[src/shared/charge_path_map.svh]
/*
 * Timing, level and reset constants of the charge path and boost sequencer.
 * Assumes inclusion by bare name from the design file; the package does not include it.
 */
`ifndef CHARGE_PATH_MAP_SVH
`define CHARGE_PATH_MAP_SVH

// ----------------------------------------
// Clock and timebase
// ----------------------------------------
`define CLK_HZ            25000000
`define TICK_PER_SEC      1000
`define TICK_CYCLES       (`CLK_HZ / `TICK_PER_SEC)

// ----------------------------------------
// Waits and safety timers
// ----------------------------------------
`define INPUT_WAIT_SEC    2
`define BOOST_RETRY_SEC   2
`define PRE_TIMEOUT_MIN   60
`define FAST_TIMEOUT_MIN  780
`define SEC_PER_MIN       60
`define BLINK_HZ_X100     75
`define BLINK_HALF_TICKS  ((`TICK_PER_SEC * 100) / (2 * `BLINK_HZ_X100))

// ----------------------------------------
// Current command and switch drive
// ----------------------------------------
`define CUR_ZERO          8'h00
`define CUR_STEP          8'h01
`define CUR_PRE           8'h1A
`define CUR_FULL          8'hFF
`define DRIVE_OFF         4'h0
`define DRIVE_LINEAR      4'h8
`define DRIVE_FULL        4'hF
`define DRIVE_STEP        4'h1
`define CNT_ZERO          32'h0000_0000
`define CNT_STEP          32'h0000_0001

`endif

[src/shared/charge_path_pkg.sv]
/*
 * Types shared by the charge path and boost sequencer.
 * Assumes nothing beyond a SystemVerilog compiler.
 */
`default_nettype none

package charge_path_pkg;

    // ----------------------------------------
    // Sequencer states and charge phases
    // ----------------------------------------
    typedef enum logic [3:0] {
        ST_OFF, ST_WAIT, ST_SOFT, ST_CHARGE, ST_DONE, ST_FAULT,
        ST_BOOST, ST_BOOST_OVP, ST_BOOST_OFF
    } seq_state_e;

    typedef enum logic [1:0] {
        PH_IDLE, PH_PRE, PH_CC, PH_CV
    } charge_phase_e;

endpackage

`default_nettype wire

[src/logic/charge_path_boost_sequencer.sv]
/*
 * Charge path and reverse boost sequencer: power-up, power path, charge
 * phases, input load limiting, safety timers, boost control, status pin.
 * Assumes asynchronous comparator flags and host pins, one 25 MHz clock and
 * analog loops that act on the mode outputs.
 */
// Function
// - Input valid needs undervoltage flag and above-battery.
// - Wait two seconds before system soft start.
// - Charge after soft start, current ramps up.
// - Disable input high turns the device off.
// - No input, battery healthy: battery switch closed.
// - Battery below 3.3V: linear switch, 3.6V rail.
// - Above minimum: switch ramps on, 300mV tracking.
// - Input under limit lowers charge current command.
// - System below battery enters supplement mode.
// - Battery below depletion leaves supplement mode.
// - New cycle starts in precondition phase.
// - Precondition threshold moves to constant current.
// - Regulation voltage moves to constant voltage.
// - Termination opens switch, converter keeps running.
// - Below recharge restarts at constant current.
// - Boost only when all enabling conditions hold; while boosting, the code rechecks only request, overvoltage, undervoltage and disable.
// - Boost overvoltage stops switching.
// - Boost undervoltage: off two seconds, retry.
// - Status shows charging, done, disabled, fault.
// - Status low, high, or 0.75Hz blink.
// - Safety timeouts fault; input removal clears.
`timescale 1ns/1ps
`default_nettype none
`include "charge_path_map.svh"

module charge_path_boost_sequencer #(
    parameter int unsigned TICK_CYCLES  = `TICK_CYCLES,
    parameter int unsigned WAIT_TICKS   = `INPUT_WAIT_SEC * `TICK_PER_SEC,
    parameter int unsigned RETRY_TICKS  = `BOOST_RETRY_SEC * `TICK_PER_SEC,
    parameter int unsigned PRE_TICKS    = `PRE_TIMEOUT_MIN * `SEC_PER_MIN * `TICK_PER_SEC,
    parameter int unsigned FAST_TICKS   = `FAST_TIMEOUT_MIN * `SEC_PER_MIN * `TICK_PER_SEC,
    parameter int unsigned BLINK_TICKS  = `BLINK_HALF_TICKS
) (
    input  wire logic                           ref_clk,
    input  wire logic                           sys_rst,
    input  wire logic                           inputUvloOk,
    input  wire logic                           inputAboveBat,
    input  wire logic                           batAboveDepletion,
    input  wire logic                           batAboveMinSys,
    input  wire logic                           batAbovePrecond,
    input  wire logic                           batAtRegulation,
    input  wire logic                           batAboveRecharge,
    input  wire logic                           batAboveBoostUv,
    input  wire logic                           inputBelowLimit,
    input  wire logic                           sysBelowBat,
    input  wire logic                           currentBelowTerm,
    input  wire logic                           inputBelowBatPlus50,
    input  wire logic                           boostOutputOvervoltage,
    input  wire logic                           boostOutputUndervoltage,
    input  wire logic                           tempSenseFault,
    input  wire logic                           softStartDone,
    input  wire logic                           disableInput,
    input  wire logic                           boostRequest,
    output var  logic                           buckEnable,
    output var  logic                           softStartEnable,
    output var  logic                           batterySwitchOn,
    output var  logic                           batterySwitchLinear,
    output var  logic                           sysTrackBattery,
    output var  logic [3:0]                     batterySwitchDrive,
    output var  charge_path_pkg::charge_phase_e chargePhase,
    output var  logic [7:0]                     chargeCurrentCmd,
    output var  logic                           boostEnable,
    output var  logic                           supplementMode,
    output var  logic                           timerFault,
    output var  logic                           statusOut,
    output var  logic                           statusOe
);

    // ----------------------------------------
    // Input synchronisers
    // ----------------------------------------
    logic [17:0] syncA_reg;
    logic [17:0] syncB_reg;
    logic        inUvlo, inAboveBat, batDpl, batMinSys, batPre, batReg, batRech, batBstUv;
    logic        inLimit, sysLow, curTerm, inBelow50, bstOv, bstUv, tempFault, softDone;
    logic        disabled, bstReq;

    always_ff @(posedge ref_clk) begin
        if (sys_rst) begin
            syncA_reg <= '0;
            syncB_reg <= '0;
        end else begin
            syncA_reg <= {inputUvloOk, inputAboveBat, batAboveDepletion, batAboveMinSys,
                          batAbovePrecond, batAtRegulation, batAboveRecharge, batAboveBoostUv,
                          inputBelowLimit, sysBelowBat, currentBelowTerm, inputBelowBatPlus50,
                          boostOutputOvervoltage, boostOutputUndervoltage, tempSenseFault,
                          softStartDone, disableInput, boostRequest};
            syncB_reg <= syncA_reg;
        end
    end

    assign {inUvlo, inAboveBat, batDpl, batMinSys, batPre, batReg, batRech, batBstUv,
            inLimit, sysLow, curTerm, inBelow50, bstOv, bstUv, tempFault, softDone,
            disabled, bstReq} = syncB_reg;

    // ----------------------------------------
    // Timebase and timers
    // ----------------------------------------
    logic [31:0] tickCnt_reg, waitCnt_reg, safeCnt_reg, blinkCnt_reg;
    logic        blink_reg, tick, waitDone, retryDone, preTimeout, fastTimeout;

    charge_path_pkg::seq_state_e    state_reg, state_next;
    charge_path_pkg::charge_phase_e phase_reg, phase_next;

    assign tick        = (tickCnt_reg == 32'(TICK_CYCLES - 1));
    assign waitDone    = (waitCnt_reg >= 32'(WAIT_TICKS));
    assign retryDone   = (waitCnt_reg >= 32'(RETRY_TICKS));
    assign preTimeout  = (phase_reg == charge_path_pkg::PH_PRE) && (safeCnt_reg >= 32'(PRE_TICKS));
    assign fastTimeout = (phase_reg == charge_path_pkg::PH_CC || phase_reg == charge_path_pkg::PH_CV)
                         && (safeCnt_reg >= 32'(FAST_TICKS));

    always_ff @(posedge ref_clk) begin
        if (sys_rst || tick) begin
            tickCnt_reg <= `CNT_ZERO;
        end else begin
            tickCnt_reg <= tickCnt_reg + `CNT_STEP;
        end
    end

    always_ff @(posedge ref_clk) begin
        if (sys_rst || state_next != state_reg) begin
            waitCnt_reg <= `CNT_ZERO;
        end else if (tick) begin
            waitCnt_reg <= waitCnt_reg + `CNT_STEP;
        end
    end

    always_ff @(posedge ref_clk) begin
        if (sys_rst || phase_next != phase_reg) begin
            safeCnt_reg <= `CNT_ZERO;
        end else if (tick && phase_reg != charge_path_pkg::PH_IDLE && !tempFault) begin
            safeCnt_reg <= safeCnt_reg + `CNT_STEP;
        end
    end

    always_ff @(posedge ref_clk) begin
        if (sys_rst) begin
            blinkCnt_reg <= `CNT_ZERO;
            blink_reg    <= 1'b0;
        end else if (tick && blinkCnt_reg >= 32'(BLINK_TICKS - 1)) begin
            blinkCnt_reg <= `CNT_ZERO;
            blink_reg    <= !blink_reg;
        end else if (tick) begin
            blinkCnt_reg <= blinkCnt_reg + `CNT_STEP;
        end
    end

    // ----------------------------------------
    // Sequencer decode
    // ----------------------------------------
    logic inputOk, boostAllowed, inputState, termReady;

    assign inputOk      = inUvlo && inAboveBat;
    assign boostAllowed = batBstUv && inBelow50 && bstReq && !tempFault && !bstOv;
    assign inputState   = (state_reg == charge_path_pkg::ST_WAIT) || (state_reg == charge_path_pkg::ST_SOFT)
                          || (state_reg == charge_path_pkg::ST_CHARGE) || (state_reg == charge_path_pkg::ST_DONE)
                          || (state_reg == charge_path_pkg::ST_FAULT);
    assign termReady    = batRech && curTerm;

    always_comb begin
        state_next = state_reg;
        phase_next = phase_reg;
        case (state_reg)
            charge_path_pkg::ST_OFF: begin
                if (inputOk) begin
                    state_next = charge_path_pkg::ST_WAIT;
                end else if (boostAllowed) begin
                    state_next = charge_path_pkg::ST_BOOST;
                end
            end
            charge_path_pkg::ST_WAIT: begin
                if (waitDone) begin
                    state_next = charge_path_pkg::ST_SOFT;
                end
            end
            charge_path_pkg::ST_SOFT: begin
                if (softDone) begin
                    state_next = charge_path_pkg::ST_CHARGE;
                    phase_next = charge_path_pkg::PH_PRE;
                end
            end
            charge_path_pkg::ST_CHARGE: begin
                if (preTimeout || fastTimeout) begin
                    state_next = charge_path_pkg::ST_FAULT;
                    phase_next = charge_path_pkg::PH_IDLE;
                end else if (phase_reg == charge_path_pkg::PH_PRE && batPre) begin
                    phase_next = charge_path_pkg::PH_CC;
                end else if (phase_reg == charge_path_pkg::PH_CC && batReg) begin
                    phase_next = charge_path_pkg::PH_CV;
                end else if (phase_reg == charge_path_pkg::PH_CV && termReady) begin
                    state_next = charge_path_pkg::ST_DONE;
                    phase_next = charge_path_pkg::PH_IDLE;
                end
            end
            charge_path_pkg::ST_DONE: begin
                if (!batRech) begin
                    state_next = charge_path_pkg::ST_CHARGE;
                    phase_next = charge_path_pkg::PH_CC;
                end
            end
            charge_path_pkg::ST_FAULT: begin
                state_next = charge_path_pkg::ST_FAULT;
            end
            charge_path_pkg::ST_BOOST: begin
                if (!bstReq) begin
                    state_next = charge_path_pkg::ST_OFF;
                end else if (bstOv) begin
                    state_next = charge_path_pkg::ST_BOOST_OVP;
                end else if (bstUv) begin
                    state_next = charge_path_pkg::ST_BOOST_OFF;
                end
            end
            charge_path_pkg::ST_BOOST_OVP: begin
                if (!bstOv || !bstReq) begin
                    state_next = charge_path_pkg::ST_OFF;
                end
            end
            charge_path_pkg::ST_BOOST_OFF: begin
                if (retryDone) begin
                    state_next = boostAllowed ? charge_path_pkg::ST_BOOST : charge_path_pkg::ST_OFF;
                end
            end
            default: begin
                state_next = charge_path_pkg::ST_OFF;
                phase_next = charge_path_pkg::PH_IDLE;
            end
        endcase
        if (disabled || (inputState && !inputOk)) begin
            state_next = charge_path_pkg::ST_OFF;
            phase_next = charge_path_pkg::PH_IDLE;
        end
    end

    // ----------------------------------------
    // Power path and current decode
    // ----------------------------------------
    logic       buckOn, boostState, supp_next, battOn_next, charging_next, fault_next;
    logic [7:0] curTarget, cur_next;
    logic [3:0] drive_next;

    assign buckOn        = (state_next == charge_path_pkg::ST_SOFT) || (state_next == charge_path_pkg::ST_CHARGE)
                           || (state_next == charge_path_pkg::ST_DONE) || (state_next == charge_path_pkg::ST_FAULT);
    assign boostState    = (state_next == charge_path_pkg::ST_BOOST) || (state_next == charge_path_pkg::ST_BOOST_OVP)
                           || (state_next == charge_path_pkg::ST_BOOST_OFF);
    assign supp_next     = buckOn && batDpl && (supplementMode || sysLow);
    assign charging_next = (phase_next != charge_path_pkg::PH_IDLE);
    assign battOn_next   = ((state_next == charge_path_pkg::ST_OFF) && batDpl)
                           || charging_next || supp_next || boostState;
    assign fault_next    = (state_next == charge_path_pkg::ST_FAULT) || (charging_next && tempFault);
    assign curTarget     = (phase_reg == charge_path_pkg::PH_PRE) ? `CUR_PRE : `CUR_FULL;

    assign cur_next   = (phase_reg == charge_path_pkg::PH_IDLE || tempFault) ? `CUR_ZERO
                      : (chargeCurrentCmd > curTarget) ? curTarget
                      : !tick ? chargeCurrentCmd
                      : (inLimit && chargeCurrentCmd != `CUR_ZERO) ? chargeCurrentCmd - `CUR_STEP
                      : (!inLimit && chargeCurrentCmd < curTarget) ? chargeCurrentCmd + `CUR_STEP
                      : chargeCurrentCmd;

    assign drive_next = !battOn_next ? `DRIVE_OFF
                      : !batMinSys ? `DRIVE_LINEAR
                      : (tick && batterySwitchDrive != `DRIVE_FULL) ? batterySwitchDrive + `DRIVE_STEP
                      : batterySwitchDrive;

    // ----------------------------------------
    // Registers and outputs
    // ----------------------------------------
    always_ff @(posedge ref_clk) begin
        if (sys_rst) begin
            state_reg           <= charge_path_pkg::ST_OFF;
            phase_reg           <= charge_path_pkg::PH_IDLE;
            buckEnable          <= 1'b0;
            softStartEnable     <= 1'b0;
            batterySwitchOn     <= 1'b0;
            batterySwitchLinear <= 1'b0;
            sysTrackBattery     <= 1'b0;
            batterySwitchDrive  <= `DRIVE_OFF;
            chargePhase         <= charge_path_pkg::PH_IDLE;
            chargeCurrentCmd    <= `CUR_ZERO;
            boostEnable         <= 1'b0;
            supplementMode      <= 1'b0;
            timerFault          <= 1'b0;
            statusOut           <= 1'b0;
            statusOe            <= 1'b0;
        end else begin
            state_reg           <= state_next;
            phase_reg           <= phase_next;
            buckEnable          <= buckOn;
            softStartEnable     <= (state_next == charge_path_pkg::ST_SOFT);
            batterySwitchOn     <= battOn_next;
            batterySwitchLinear <= battOn_next && !batMinSys;
            sysTrackBattery     <= battOn_next && batMinSys;
            batterySwitchDrive  <= drive_next;
            chargePhase         <= phase_next;
            chargeCurrentCmd    <= cur_next;
            boostEnable         <= (state_next == charge_path_pkg::ST_BOOST);
            supplementMode      <= supp_next;
            timerFault          <= (state_next == charge_path_pkg::ST_FAULT);
            statusOut           <= 1'b0;
            statusOe            <= fault_next ? blink_reg : (charging_next || supp_next);
        end
    end
endmodule

`default_nettype wire

[config.mk]
export PLATFORM = sky130hd
export DESIGN_NAME = charge_path_boost_sequencer
export DESIGN_NICKNAME = d
export VERILOG_FILES = /design/src/shared/charge_path_pkg.sv /design/src/logic/charge_path_boost_sequencer.sv
export VERILOG_INCLUDE_DIRS = /design/src /design/src/shared
export SDC_FILE = /design/constraint.sdc
export NUM_CORES = 1
export LEC_CHECK = 0
export ABC_AREA = 1
export BUFFER_PORTS_ARGS = -buffer_cell sky130_fd_sc_hd__buf_4
export CORE_UTILIZATION = 55
export DETAILED_ROUTE_END_ITERATION = 8
export PLACE_DENSITY = 0.72
export SLEW_MARGIN = 25
export SYNTH_ARGS = -nofsm -noshare
export SYNTH_HDL_FRONTEND = slang
export SYNTH_SLANG_ARGS = --single-unit
[constraint.sdc]
create_clock -name ref_clk -period 3.08 [get_ports ref_clk]
set_input_delay 0.154 -clock ref_clk [delete_from_list [all_inputs] [get_ports ref_clk]]
set_output_delay 0.154 -clock ref_clk [all_outputs]
set_load 0.01 [all_outputs]
==> results.txt, run 1 <==
TritonCTS built the clock tree. The count of warnings emitted by yosys came out at 0. The final count of pins violating max slew is 0.

The number of gates given a new drive strength after cts is 0. The maximum count of clock buffers along a single path is 2. The static leakage is 4.71 nW. The area share of the largest cell type after synthesis is 36.9%. The maximum clock rate came out at 360 MHz. The cell at the root of the clock tree is sky130_fd_sc_hd__clkbuf_16. For this design the top-level I/O count stands at 44. After synthesis, the cell types taking the most area are sky130_fd_sc_hd__dfxtp_1, sky130_fd_sc_hd__nand2_1, sky130_fd_sc_hd__nor2_1. At the pin with the least slew margin, the transition time is 0.641 ns.

Data on the critical path is required at its endpoint by 3.39 ns. The number of enable flip-flop cells after synthesis came out at 0. The synthesized area per cell came out at 6.86 um2. Across the VDD grid, the largest voltage drop is 0.347 mV.

The antenna violation net count after detailed routing came out at 0. The setup clock skew after layout is 0.00948 ns. Among all flip-flop cells after synthesis, the most frequent one is sky130_fd_sc_hd__dfxtp_1. The number of maximum-capacitance violations is 0. The count of hold-fix buffers inserted at cts is 20. The initial antenna violation count is 0. The combined area of the multi-input logic cells came out at 0.00550 mm2. The count of input and output buffers is 42.

Traced cell by cell, the critical path runs through inv_1 -> nor2_1 -> ha_1 -> nand2_1 -> inv_1 -> a221oi_1 -> nand2_1 -> o21ai_0 -> nand2_1 -> inv_1 -> nor2_1 -> a21oi_1 -> a221oi_1. The synthesized flop and latch total came out at 192. The half-perimeter wire length of the detailed placement result is 18100 um. After synthesis, the netlist uses 56 different library cells. The post-synthesis sequential area ratio came out at 36.9%. The clock sink count came out at 192.

The post-route DRC violation count came out at 0. The relative slew slack came out at 56.9%. The via count of the first global-routing pass came out at 8868.

The post-CTS setup repair buffer count came out at 0. The leftover overflow at the end of global routing is 0. The die is 140 um wide. The area enclosed by the die boundary came out at 0.0195 mm2. The clock tree synthesis step divided the H-tree into 4 levels. The starting density of the core came out at 57.0%. The height of the die is 140 um. The first-pass detailed-route iteration total came out at 7. The aggregate negative setup slack came out at 0 ns. Compared with the post-synthesis result, the final layout area differs by 12.8%. The final period utilization came out at 90.2%. The kind of start point of the critical path is a register. The worst setup path is of the register to register kind. The post-layout net count came out at 1625. The diode insertion count for antenna repair is 0.

The via density per instance came out at 5.26. The count of buffering cells on the critical path with inverters included is 3. Global routing used 25.8% of the available tracks across all layers. The sequential cell area came out at 0.00384 mm2.

Clock tree synthesis inserted a total of 17 buffers. On the critical path the largest part of the delay comes from compound AO/OA/AOI/OAI gates. The routed design has 24000 um of wire. Setup repair after global routing left no endpoint under its margin. The worst path in the final design needs a cycle of 2.78 ns, including I/O delays and setup. The share of cells above drive strength 1 came out at 11.3%.

For this block, the initial DRC count from the detailed router was 629. The core region is 0.0183 mm2. The net count of the mapped netlist is 1559. The cell type contributing the most total cell area after synthesis is sky130_fd_sc_hd__dfxtp_1. The count of final setup violators came out at 0.

The floorplan has 49 rows. The library cell used most frequently in the layout, excluding fill and tap cells, is sky130_fd_sc_hd__nand2_1. The routed length per placed instance came out at 13.1 um. The CTS clock-pin slew for the worst setup and hold paths came out at 0.08 ns. The tightest min-delay check is of the register to register type.

After technology mapping, the gate count stands at 1518. The flow ran to the end, and the final reports show no timing, DRC or antenna violations. The count of filler cells inserted in the layout is 1656.

The highest-delay cell along the critical path is sky130_fd_sc_hd__dfxtp_1. The longest individual stage delay on the worst path is 0.40 ns. The via count of the routed design is 9599. The maximum number of pins on one net before global-route repair is 44. For the worst-skew pair, the clock arrives at the later sink with an insertion delay of 0.44 ns. Leaving out fill and tap cells, the most frequent cells in the layout are sky130_fd_sc_hd__nand2_1, sky130_fd_sc_hd__nor2_1, sky130_fd_sc_hd__inv_1. In this run the power density over the cells is 418 mW/mm2. The largest fanout of any net on the critical path came out at 7.

At the worst endpoint, the arrival time is 3.09 ns. The congestion estimate from routability-driven global placement came to 0.938. The worst setup path is captured at a register. The final hold violation count is 0. The first global-routing pass estimated 41400 um of wire. The share of flip-flops with an asynchronous set or reset came out at 0%. The mapped netlist covers 0.0104 mm2.

The worst hold margin came out at 0.402 ns.
-- layout make-up --
cell class | instances | area share, %
multi-input cells | 1058 | 46.9
flip-flops and latches | 192 | 32.7
inverters | 243 | 7.78
repair buffers | 72 | 5.24
clock buffers | 18 | 3.74
well taps | 229 | 2.44
clock inverters | 14 | 1.21
-- logic make-up after synthesis --
group           share of synthesized area, %
compound gates                          8.82
xor+xnor                                5.47
fa+ha+maj                               2.60
buf+inv                                 10.2
flops                                   36.9
mux                                   0.0961
other cells                           0.0360
simple gates                            35.8
-- report_power, final --
group	switching, mW	internal, mW
registers	0.0141	2.51
logic	0.136	0.0824
clock network	1.07	1.10
total	1.22	3.69
-- tightest hold or removal path: stages (launching register included) --
cell	delay, ns
sky130_fd_sc_hd__dfxtp_1	0.30
sky130_fd_sc_hd__inv_1	0.04
sky130_fd_sc_hd__nor2_1	0.03
-- cell usage after synthesis, types with 4 or more instances --
cell and instances:
sky130_fd_sc_hd__a21oi_1 76, sky130_fd_sc_hd__nor3b_1 7, sky130_fd_sc_hd__buf_2 5, sky130_fd_sc_hd__inv_2 12, sky130_fd_sc_hd__nor4_1 30, sky130_fd_sc_hd__nand2_2 7, sky130_fd_sc_hd__nor3_1 55, sky130_fd_sc_hd__xor2_1 52
sky130_fd_sc_hd__buf_1 4, sky130_fd_sc_hd__clkbuf_1 8, sky130_fd_sc_hd__nand3_1 62, sky130_fd_sc_hd__inv_1 227, sky130_fd_sc_hd__buf_6 4, sky130_fd_sc_hd__dfxtp_1 192, sky130_fd_sc_hd__nor2_2 25, sky130_fd_sc_hd__nand4_1 62
sky130_fd_sc_hd__o21ai_0 35, sky130_fd_sc_hd__xnor2_1 13, sky130_fd_sc_hd__a21oi_2 21, sky130_fd_sc_hd__ha_1 20, sky130_fd_sc_hd__nor3_2 4, sky130_fd_sc_hd__nor2_1 230, sky130_fd_sc_hd__nand2_1 304, sky130_fd_sc_hd__or2_2 12
-- metrics by stage --
| step | std cells | utilization [%] | cell area (um2) | setup WS [ns] | total power, mW |
|---|---|---|---|---|---|
| CTS | 1826 | 64.3 | 11700 | 0.300 | 4.96 |
| finish | 1826 | 64.3 | 11700 | 0.301 | 4.91 |
| global route | 1826 | 64.3 | 11700 | 0.0195 | 5.10 |
| global placement | 1774 | 60.0 | 11000 | 0.399 | 2.78 |
| floorplan | 1518 | - | 10400 | 0.575 | 2.72 |
| detailed placement | 1774 | 60.0 | 11000 | 0.316 | 2.78 |
-- metal layers --
metal  track usage, %  share of wire, %  vias to the layer above
met4             7.23               1.8                        0
met3             5.09               4.5                       33
met5                0                 0                        -
met1             35.8                49                     4327
li1                 -                 -                     5007
met2             40.8                45                      232
-- worst paths after layout --
path	from	end	slack (ns)	depth (start not counted)
min	syncA_reg[13]$_SDFF_PP0_	syncB_reg[13]$_SDFF_PP0_	0.40	2
max reg2reg	phase_reg[0]$_SDFF_PP0_	chargeCurrentCmd[0]$_SDFFE_PP0P_	0.30	13
max	phase_reg[0]$_SDFF_PP0_	chargeCurrentCmd[0]$_SDFFE_PP0P_	0.30	13
min reg2reg	syncA_reg[13]$_SDFF_PP0_	syncB_reg[13]$_SDFF_PP0_	0.40	2
Note: power is estimated with default switching activity, not from simulation.
==> run 2: changes to the inputs <==
- CTS_CLUSTER_SIZE: default -> 40
- PLACE_DENSITY: 0.72 -> 0.75
- RECOVER_POWER: default -> 50
==> results.txt, run 2 (same netlist as run 1, synthesis figures left out) <==
The flow ran to the end, and the final reports show no timing, DRC or antenna violations. In this run the most used layer during global routing was met2. The data required time of the worst path is 3.40 ns (about the same).

The met1 demand-to-capacity share in global routing is 35.1% (-0.72 points). The library cell used most frequently in the layout, excluding fill and tap cells, is sky130_fd_sc_hd__nand2_1. The static leakage is 4.60 nW (-2.5%). The number of maximum-capacitance violations came out at 0 (unchanged). The final count of pins violating max slew came out at 0 (unchanged).

The iteration-0 DRC count of the detailed router was 668 (+6.2%). The largest fanout of any net on the critical path came out at 7 (unchanged). The post-CTS setup repair buffer count is 0 (unchanged). The CTS clock-pin slew for the worst setup and hold paths came out at 0.08 ns (about the same).

The via count of the routed design came out at 9649 (+0.52%). The final non-filler cell area came out at 0.0116 mm2 (-1.4%). The post-layout net count is 1626 (+0.062%).

The utilization after layout was 63.4% (-0.89 points). The via count of the first global-routing pass came out at 8828 (-0.45%). The worst setup slack before clock tree synthesis came out at 0.0406 ns (-0.276 ns). The area growth from synthesis to layout is 11.2%. TritonCTS built the clock tree. The type of the worst setup path is register to register. The instance area at placement came out at 0.0110 mm2 (+0.21%). The count of final setup violators was 0 (unchanged). The count of buffering cells on the critical path with inverters included is 3 (unchanged).

The initial antenna violation count came to 0 (unchanged). The height of the die is 140 um (unchanged). The worst-case setup margin in the final layout came out at 0.223 ns (-0.0779 ns). The cell type group with the largest total delay on the critical path is compound AO/OA/AOI/OAI gates. The kind of start point of the critical path is a register. The maximum number of pins on one net before global-route repair is 51 (+16%). The final period utilization is 92.8% (+2.5 points).

The sum of internal, switching and leakage power came to 4.89 mW (-0.32%). The relative slew slack came out at 53.1% (-3.7 points). The min-delay analysis places its worst path in the category input port to register. Setup repair after global routing left no endpoint under its margin. The cell at the root of the clock tree is sky130_fd_sc_hd__clkbuf_16.

The routed length per placed instance came out at 13.2 um (+0.37%). The number of buffers created by CTS is 17 (unchanged). The critical path arrival was 3.17 ns (+0.08 ns). The later-pin clock latency in the skew report is 0.45 ns (about the same). The highest-delay cell along the critical path is sky130_fd_sc_hd__dfxtp_1. The aggregate negative setup slack came out at 0 ns (unchanged). The number of placement rows is 49 (unchanged). The count of input and output buffers was 42 (unchanged).

The routability congestion estimate was 0.920 (-1.9%). The antenna violation net count after detailed routing is 0 (unchanged). The library cells used most frequently in the layout, excluding fill and tap cells, are sky130_fd_sc_hd__nand2_1, sky130_fd_sc_hd__nor2_1, sky130_fd_sc_hd__inv_1.

The final wirelength was 24100 um (+0.43%). The share of cells above drive strength 1 came out at 8.82% (-2.4 points). The met2 usage in global routing is 41.9% (+1.1 points). The endpoint class of the critical path is a register. Traced cell by cell, the critical path runs through inv_1 -> nor2_2 -> ha_1 -> nand2_1 -> inv_1 -> a221oi_1 -> nand2_1 -> o21ai_0 -> nand2_1 -> inv_1 -> nor2_1 -> a21oi_2 -> a221oi_1. The x dimension of the die was 140 um (unchanged). The maximum clock rate came to 350 MHz (-2.7%). The final critical-path required period is 2.86 ns (+0.0779 ns).

The H-tree level count came out at 4 (unchanged). The leftover overflow at the end of global routing is 0 (unchanged). The post-route DRC violation count came to 0 (unchanged). The top-level I/O count came out at 44 (unchanged).

The placeable core region came out at 0.0183 mm2 (unchanged). The total routing usage reported by global routing is 25.8% (-0.058 points). The count of filler cells inserted in the layout is 1706 (+3.0%).

The setup slack of the most critical reg-to-reg path is 0.22 ns (-0.08 ns). The half-perimeter wire length of the detailed placement result is 18000 um (-0.20%). The starting density of the core came to 57.0% (unchanged). The area enclosed by the die boundary came out at 0.0195 mm2 (unchanged). The setup clock skew after layout is 0.0109 ns (+0.00138 ns). The met3 layer usage reported by global route is 3.13% (-2.0 points). The total power divided by cell area was 422 mW/mm2 (+1.1%). The via density per instance came out at 5.28 (+0.47%). The first-pass GRT wire length came to 41100 um (-0.58%). The transition time at the pin with the least slew margin came to 0.703 ns (+0.0619 ns). The final hold violation count came out at 0 (unchanged). The highest ir drop seen on vdd came to 0.373 mV (+7.4%). The longest individual stage delay on the worst path came out at 0.38 ns (-0.02 ns).

The diode insertion count for antenna repair came out at 0 (unchanged). The maximum count of clock buffers along a single path is 2 (unchanged). The clock sink count is 192 (unchanged).

The first-pass detailed-route iteration total is 7 (unchanged).
run 2: cell types whose count changed in the layout (fill, tap and decap cells not counted), moves of 3 or more:
cell                       previous run  this run
sky130_fd_sc_hd__a21oi_2             21        12
sky130_fd_sc_hd__buf_4               50        10
sky130_fd_sc_hd__clkbuf_4             0        18
sky130_fd_sc_hd__clkbuf_1             0        24
sky130_fd_sc_hd__a21oi_1             76        85
sky130_fd_sc_hd__inv_2               12         9
run 2: timing repair:
action                     CTS  global route
hold endpoints to repair    18             0
gates resized for setup      0             2
hold buffers                18             0
setup endpoints to repair    0             6
run 2: power breakdown:
group	internal [mW]	switching [mW]
Sequential	2.51	0.0151
Combinational	0.0790	0.133
Clock	1.08	1.08
Total	3.67	1.23
run 2: cell type report:
type                       instances  area (um2)  share of cell area, %
multi-input combinational       1058        5440                   46.9
sequential                       192        3840                   33.2
inverter                         243         913                   7.89
timing repair buffer              73         526                   4.54
clock buffer                      17         425                   3.67
tap                              229         287                   2.47
clock inverter                    15         150                   1.30
run 2: layer usage:
layer | up-vias | part of all wire (%)
met5 | - | 0
met4 | 0 | 1.9
met3 | 41 | 3.6
met2 | 194 | 46
met1 | 4400 | 48
li1 | 5014 | -
run 2: stage by stage:
step / std cells / hold slack, ns
final: 1827 / 0.155
after global routing: 1827 / 0.189
after CTS: 1827 / 0.161
after detailed placement: 1777 / 0.361
after global placement: 1777 / 0.355
after floorplan: 1518 / 0.238
run 2: worst register-to-register path: stages (launching register included):
cell	delay [ns]
sky130_fd_sc_hd__dfxtp_1	0.38
sky130_fd_sc_hd__inv_1	0.12
sky130_fd_sc_hd__nor2_2	0.27
sky130_fd_sc_hd__ha_1	0.31
sky130_fd_sc_hd__nand2_1	0.09
sky130_fd_sc_hd__inv_1	0.05
sky130_fd_sc_hd__a221oi_1	0.25
sky130_fd_sc_hd__nand2_1	0.13
sky130_fd_sc_hd__o21ai_0	0.32
sky130_fd_sc_hd__nand2_1	0.22
sky130_fd_sc_hd__inv_1	0.14
sky130_fd_sc_hd__nor2_1	0.10
sky130_fd_sc_hd__a21oi_2	0.23
sky130_fd_sc_hd__a221oi_1	0.12
run 2: path summary, 6_finish.rpt:
check,start,endpoint,cells past startpoint
min reg2reg,syncA_reg[3]$_SDFF_PP0_,syncB_reg[3]$_SDFF_PP0_,2
min,sys_rst,syncB_reg[10]$_SDFF_PP0_,2
max reg2reg,phase_reg[0]$_SDFF_PP0_,chargeCurrentCmd[5]$_SDFFE_PP0P_,13
max,phase_reg[0]$_SDFF_PP0_,chargeCurrentCmd[5]$_SDFFE_PP0P_,13
==> run 3: changes to the inputs <==
- RECOVER_POWER: 50 -> 100
==> results.txt, run 3 (same netlist as run 1, synthesis figures left out) <==
The flow ran to the end, and the final reports show no timing, DRC or antenna violations. The terminus of the critical flop-to-flop path is chargeCurrentCmd[5]$_SDFFE_PP0P_. The later-pin clock latency in the skew report came out at 0.45 ns (about the same). The count of input and output buffers came out at 42 (unchanged). The final non-filler cell area came to 0.0115 mm2 (-0.45%). The final critical-path required period came out at 2.84 ns (-0.0200 ns).

In this run the most used layer during global routing was met2. TritonCTS built the clock tree. The met1 demand-to-capacity share in global routing is 35.1% (unchanged). The first-pass detailed-route iteration total is 5 (-2). The placeable core region is 0.0183 mm2 (unchanged).

The maximum count of clock buffers along a single path came out at 2 (unchanged). In the layout the commonest cells are sky130_fd_sc_hd__nand2_1, sky130_fd_sc_hd__nor2_1, sky130_fd_sc_hd__inv_1. The maximum number of pins on one net before global-route repair is 51 (unchanged). The x dimension of the die came out at 140 um (unchanged).

The starting density of the core came to 57.0% (unchanged). The number of placement rows came out at 49 (unchanged). The post-layout net count came to 1626 (unchanged).

The transition time at the pin with the least slew margin is 0.689 ns (-0.0143 ns). The relative slew slack came out at 54.1% (+0.95 points). The utilization after layout is 63.1% (-0.29 points).

The routed length per placed instance is 13.1 um (-0.35%). The data required time of the worst path was 3.40 ns (about the same). The number of maximum-capacitance violations came out at 0 (unchanged). The via density per instance came out at 5.26 (-0.42%).

The count of final setup violators is 0 (unchanged). The initial antenna violation count came out at 0 (unchanged). The H-tree level count is 4 (unchanged).

The sum of internal, switching and leakage power was 4.88 mW (-0.21%). The aggregate negative setup slack came out at 0 ns (unchanged). The setup slack of the most critical reg-to-reg path is 0.24 ns (+0.02 ns). The largest fanout of any net on the critical path came out at 7 (unchanged). The origin of the worst setup path is phase_reg[0]$_SDFF_PP0_.

The leftover overflow at the end of global routing came out at 0 (unchanged). The library cell used most frequently in the layout, excluding fill and tap cells, is sky130_fd_sc_hd__nand2_1. The final hold violation count came out at 0 (unchanged).

Setup repair after global routing left no endpoint under its margin. The top-level I/O count came out at 44 (unchanged). The height of the die came out at 140 um (unchanged). The highest ir drop seen on vdd is 0.372 mV (-0.24%). The most critical setup path has its endpoint at chargeCurrentCmd[5]$_SDFFE_PP0P_. The final period utilization came out at 92.1% (-0.65 points). The clock sink count came out at 192 (unchanged). The setup clock skew after layout came out at 0.0109 ns (-0.000000200 ns). The post-route DRC violation count was 0 (unchanged). The maximum clock rate came out at 352 MHz (+0.70%). The final count of pins violating max slew came to 0 (unchanged). The iteration-0 DRC count of the detailed router came out at 709 (+6.1%).

The number of buffers created by CTS came out at 17 (unchanged). The area enclosed by the die boundary came out at 0.0195 mm2 (unchanged). The path class of the tightest hold or removal check is input port to register. The kind of start point of the critical path is a register.

The final wirelength came out at 24000 um (-0.35%). The cell at the root of the clock tree is sky130_fd_sc_hd__clkbuf_16. The first-pass GRT wire length is 41100 um (unchanged). The endpoint class of the critical path is a register.

The via count of the first global-routing pass came out at 8828 (unchanged). The worst register-to-register path begins at phase_reg[0]$_SDFF_PP0_. The routability congestion estimate is 0.920 (unchanged). The instance area at placement is 0.0110 mm2 (unchanged). The critical path in this run is classified as register to register. The count of cells along the worst register-to-register path came out at 13 (unchanged). The half-perimeter wire length of the detailed placement result is 18000 um (unchanged). The total power divided by cell area is 423 mW/mm2 (+0.24%).

The share of cells above drive strength 1 came out at 8.26% (-0.56 points). The via count of the routed design is 9608 (-0.42%). The met3 layer usage reported by global route came out at 3.13% (unchanged). The total routing usage reported by global routing came out at 25.8% (unchanged).

The antenna violation net count after detailed routing was 0 (unchanged). The CTS clock-pin slew for the worst setup and hold paths came out at 0.08 ns (about the same). The met2 usage in global routing is 41.9% (unchanged).

The diode insertion count for antenna repair is 0 (unchanged). The area growth from synthesis to layout came out at 10.7%. The static leakage is 4.57 nW (-0.58%). The critical path arrival is 3.15 ns (-0.02 ns).
## run 3: where the power goes
group	internal [mW]	switching, mW
Sequential	2.51	0.0151
Clock	1.08	1.07
Combinational	0.0744	0.131
## run 3: metal layers
metal	part of all wire [%]	routed length [um]	vias up
li1	-	-	5008
met1	48	11500	4359
met2	46	11100	204
met3	3.9	924	37
met4	1.8	437	0
met5	0	0	-
## run 3: per-stage QoR
step	worst slack, ns	hold WS, ns	std cells
after global routing	0.0301	0.189	1827
after CTS	0.00538	0.161	1827
after floorplan	0.575	0.238	1518
after global placement	0.176	0.355	1777
final	0.243	0.155	1827
after detailed placement	0.0406	0.361	1777
## run 3: worst min-delay path by stage
| stage | cells after the start | end | start |
|---|---|---|---|
| 2_1_floorplan | 1 | state_reg[1]$_SDFF_PP0_ | sys_rst |
| 3_3_place_gp | 3 | syncA_reg[17]$_SDFF_PP0_ | inputUvloOk |
| 3_5_place_dp | 3 | syncA_reg[2]$_SDFF_PP0_ | softStartDone |
| 4_1_cts | 2 | syncB_reg[10]$_SDFF_PP0_ | sys_rst |
| 5_1_grt | 2 | syncB_reg[10]$_SDFF_PP0_ | sys_rst |
| 6_report | 2 | syncB_reg[10]$_SDFF_PP0_ | sys_rst |
## run 3: layout make-up
class / instances / area (um2)
clock buffer: 17 / 425
clock inverter: 15 / 150
fill: 1716 / 6740
inverter: 243 / 913
multi-input combinational: 1058 / 5410
sequential: 192 / 3840
tap: 229 / 287
timing repair buffer: 73 / 502
## run 3: what timing repair did
action                                 CTS  global route
setup buffers                            0             0
endpoints found under the hold margin   18             0
hold buffers                            18             0
setup endpoints to repair                0             6
gates resized for setup                  0             2
## run 3: critical path, stage by stage, from the launching register on
cell	delay, ns
sky130_fd_sc_hd__dfxtp_1	0.38
sky130_fd_sc_hd__inv_1	0.12
sky130_fd_sc_hd__nor2_2	0.27
sky130_fd_sc_hd__ha_1	0.31
sky130_fd_sc_hd__nand2_1	0.09
sky130_fd_sc_hd__inv_1	0.05
sky130_fd_sc_hd__a221oi_1	0.26
sky130_fd_sc_hd__nand2_1	0.14
sky130_fd_sc_hd__o21ai_0	0.31
sky130_fd_sc_hd__nand2_1	0.21
sky130_fd_sc_hd__inv_1	0.13
sky130_fd_sc_hd__nor2_1	0.09
sky130_fd_sc_hd__a21oi_2	0.24
sky130_fd_sc_hd__a221oi_1	0.12
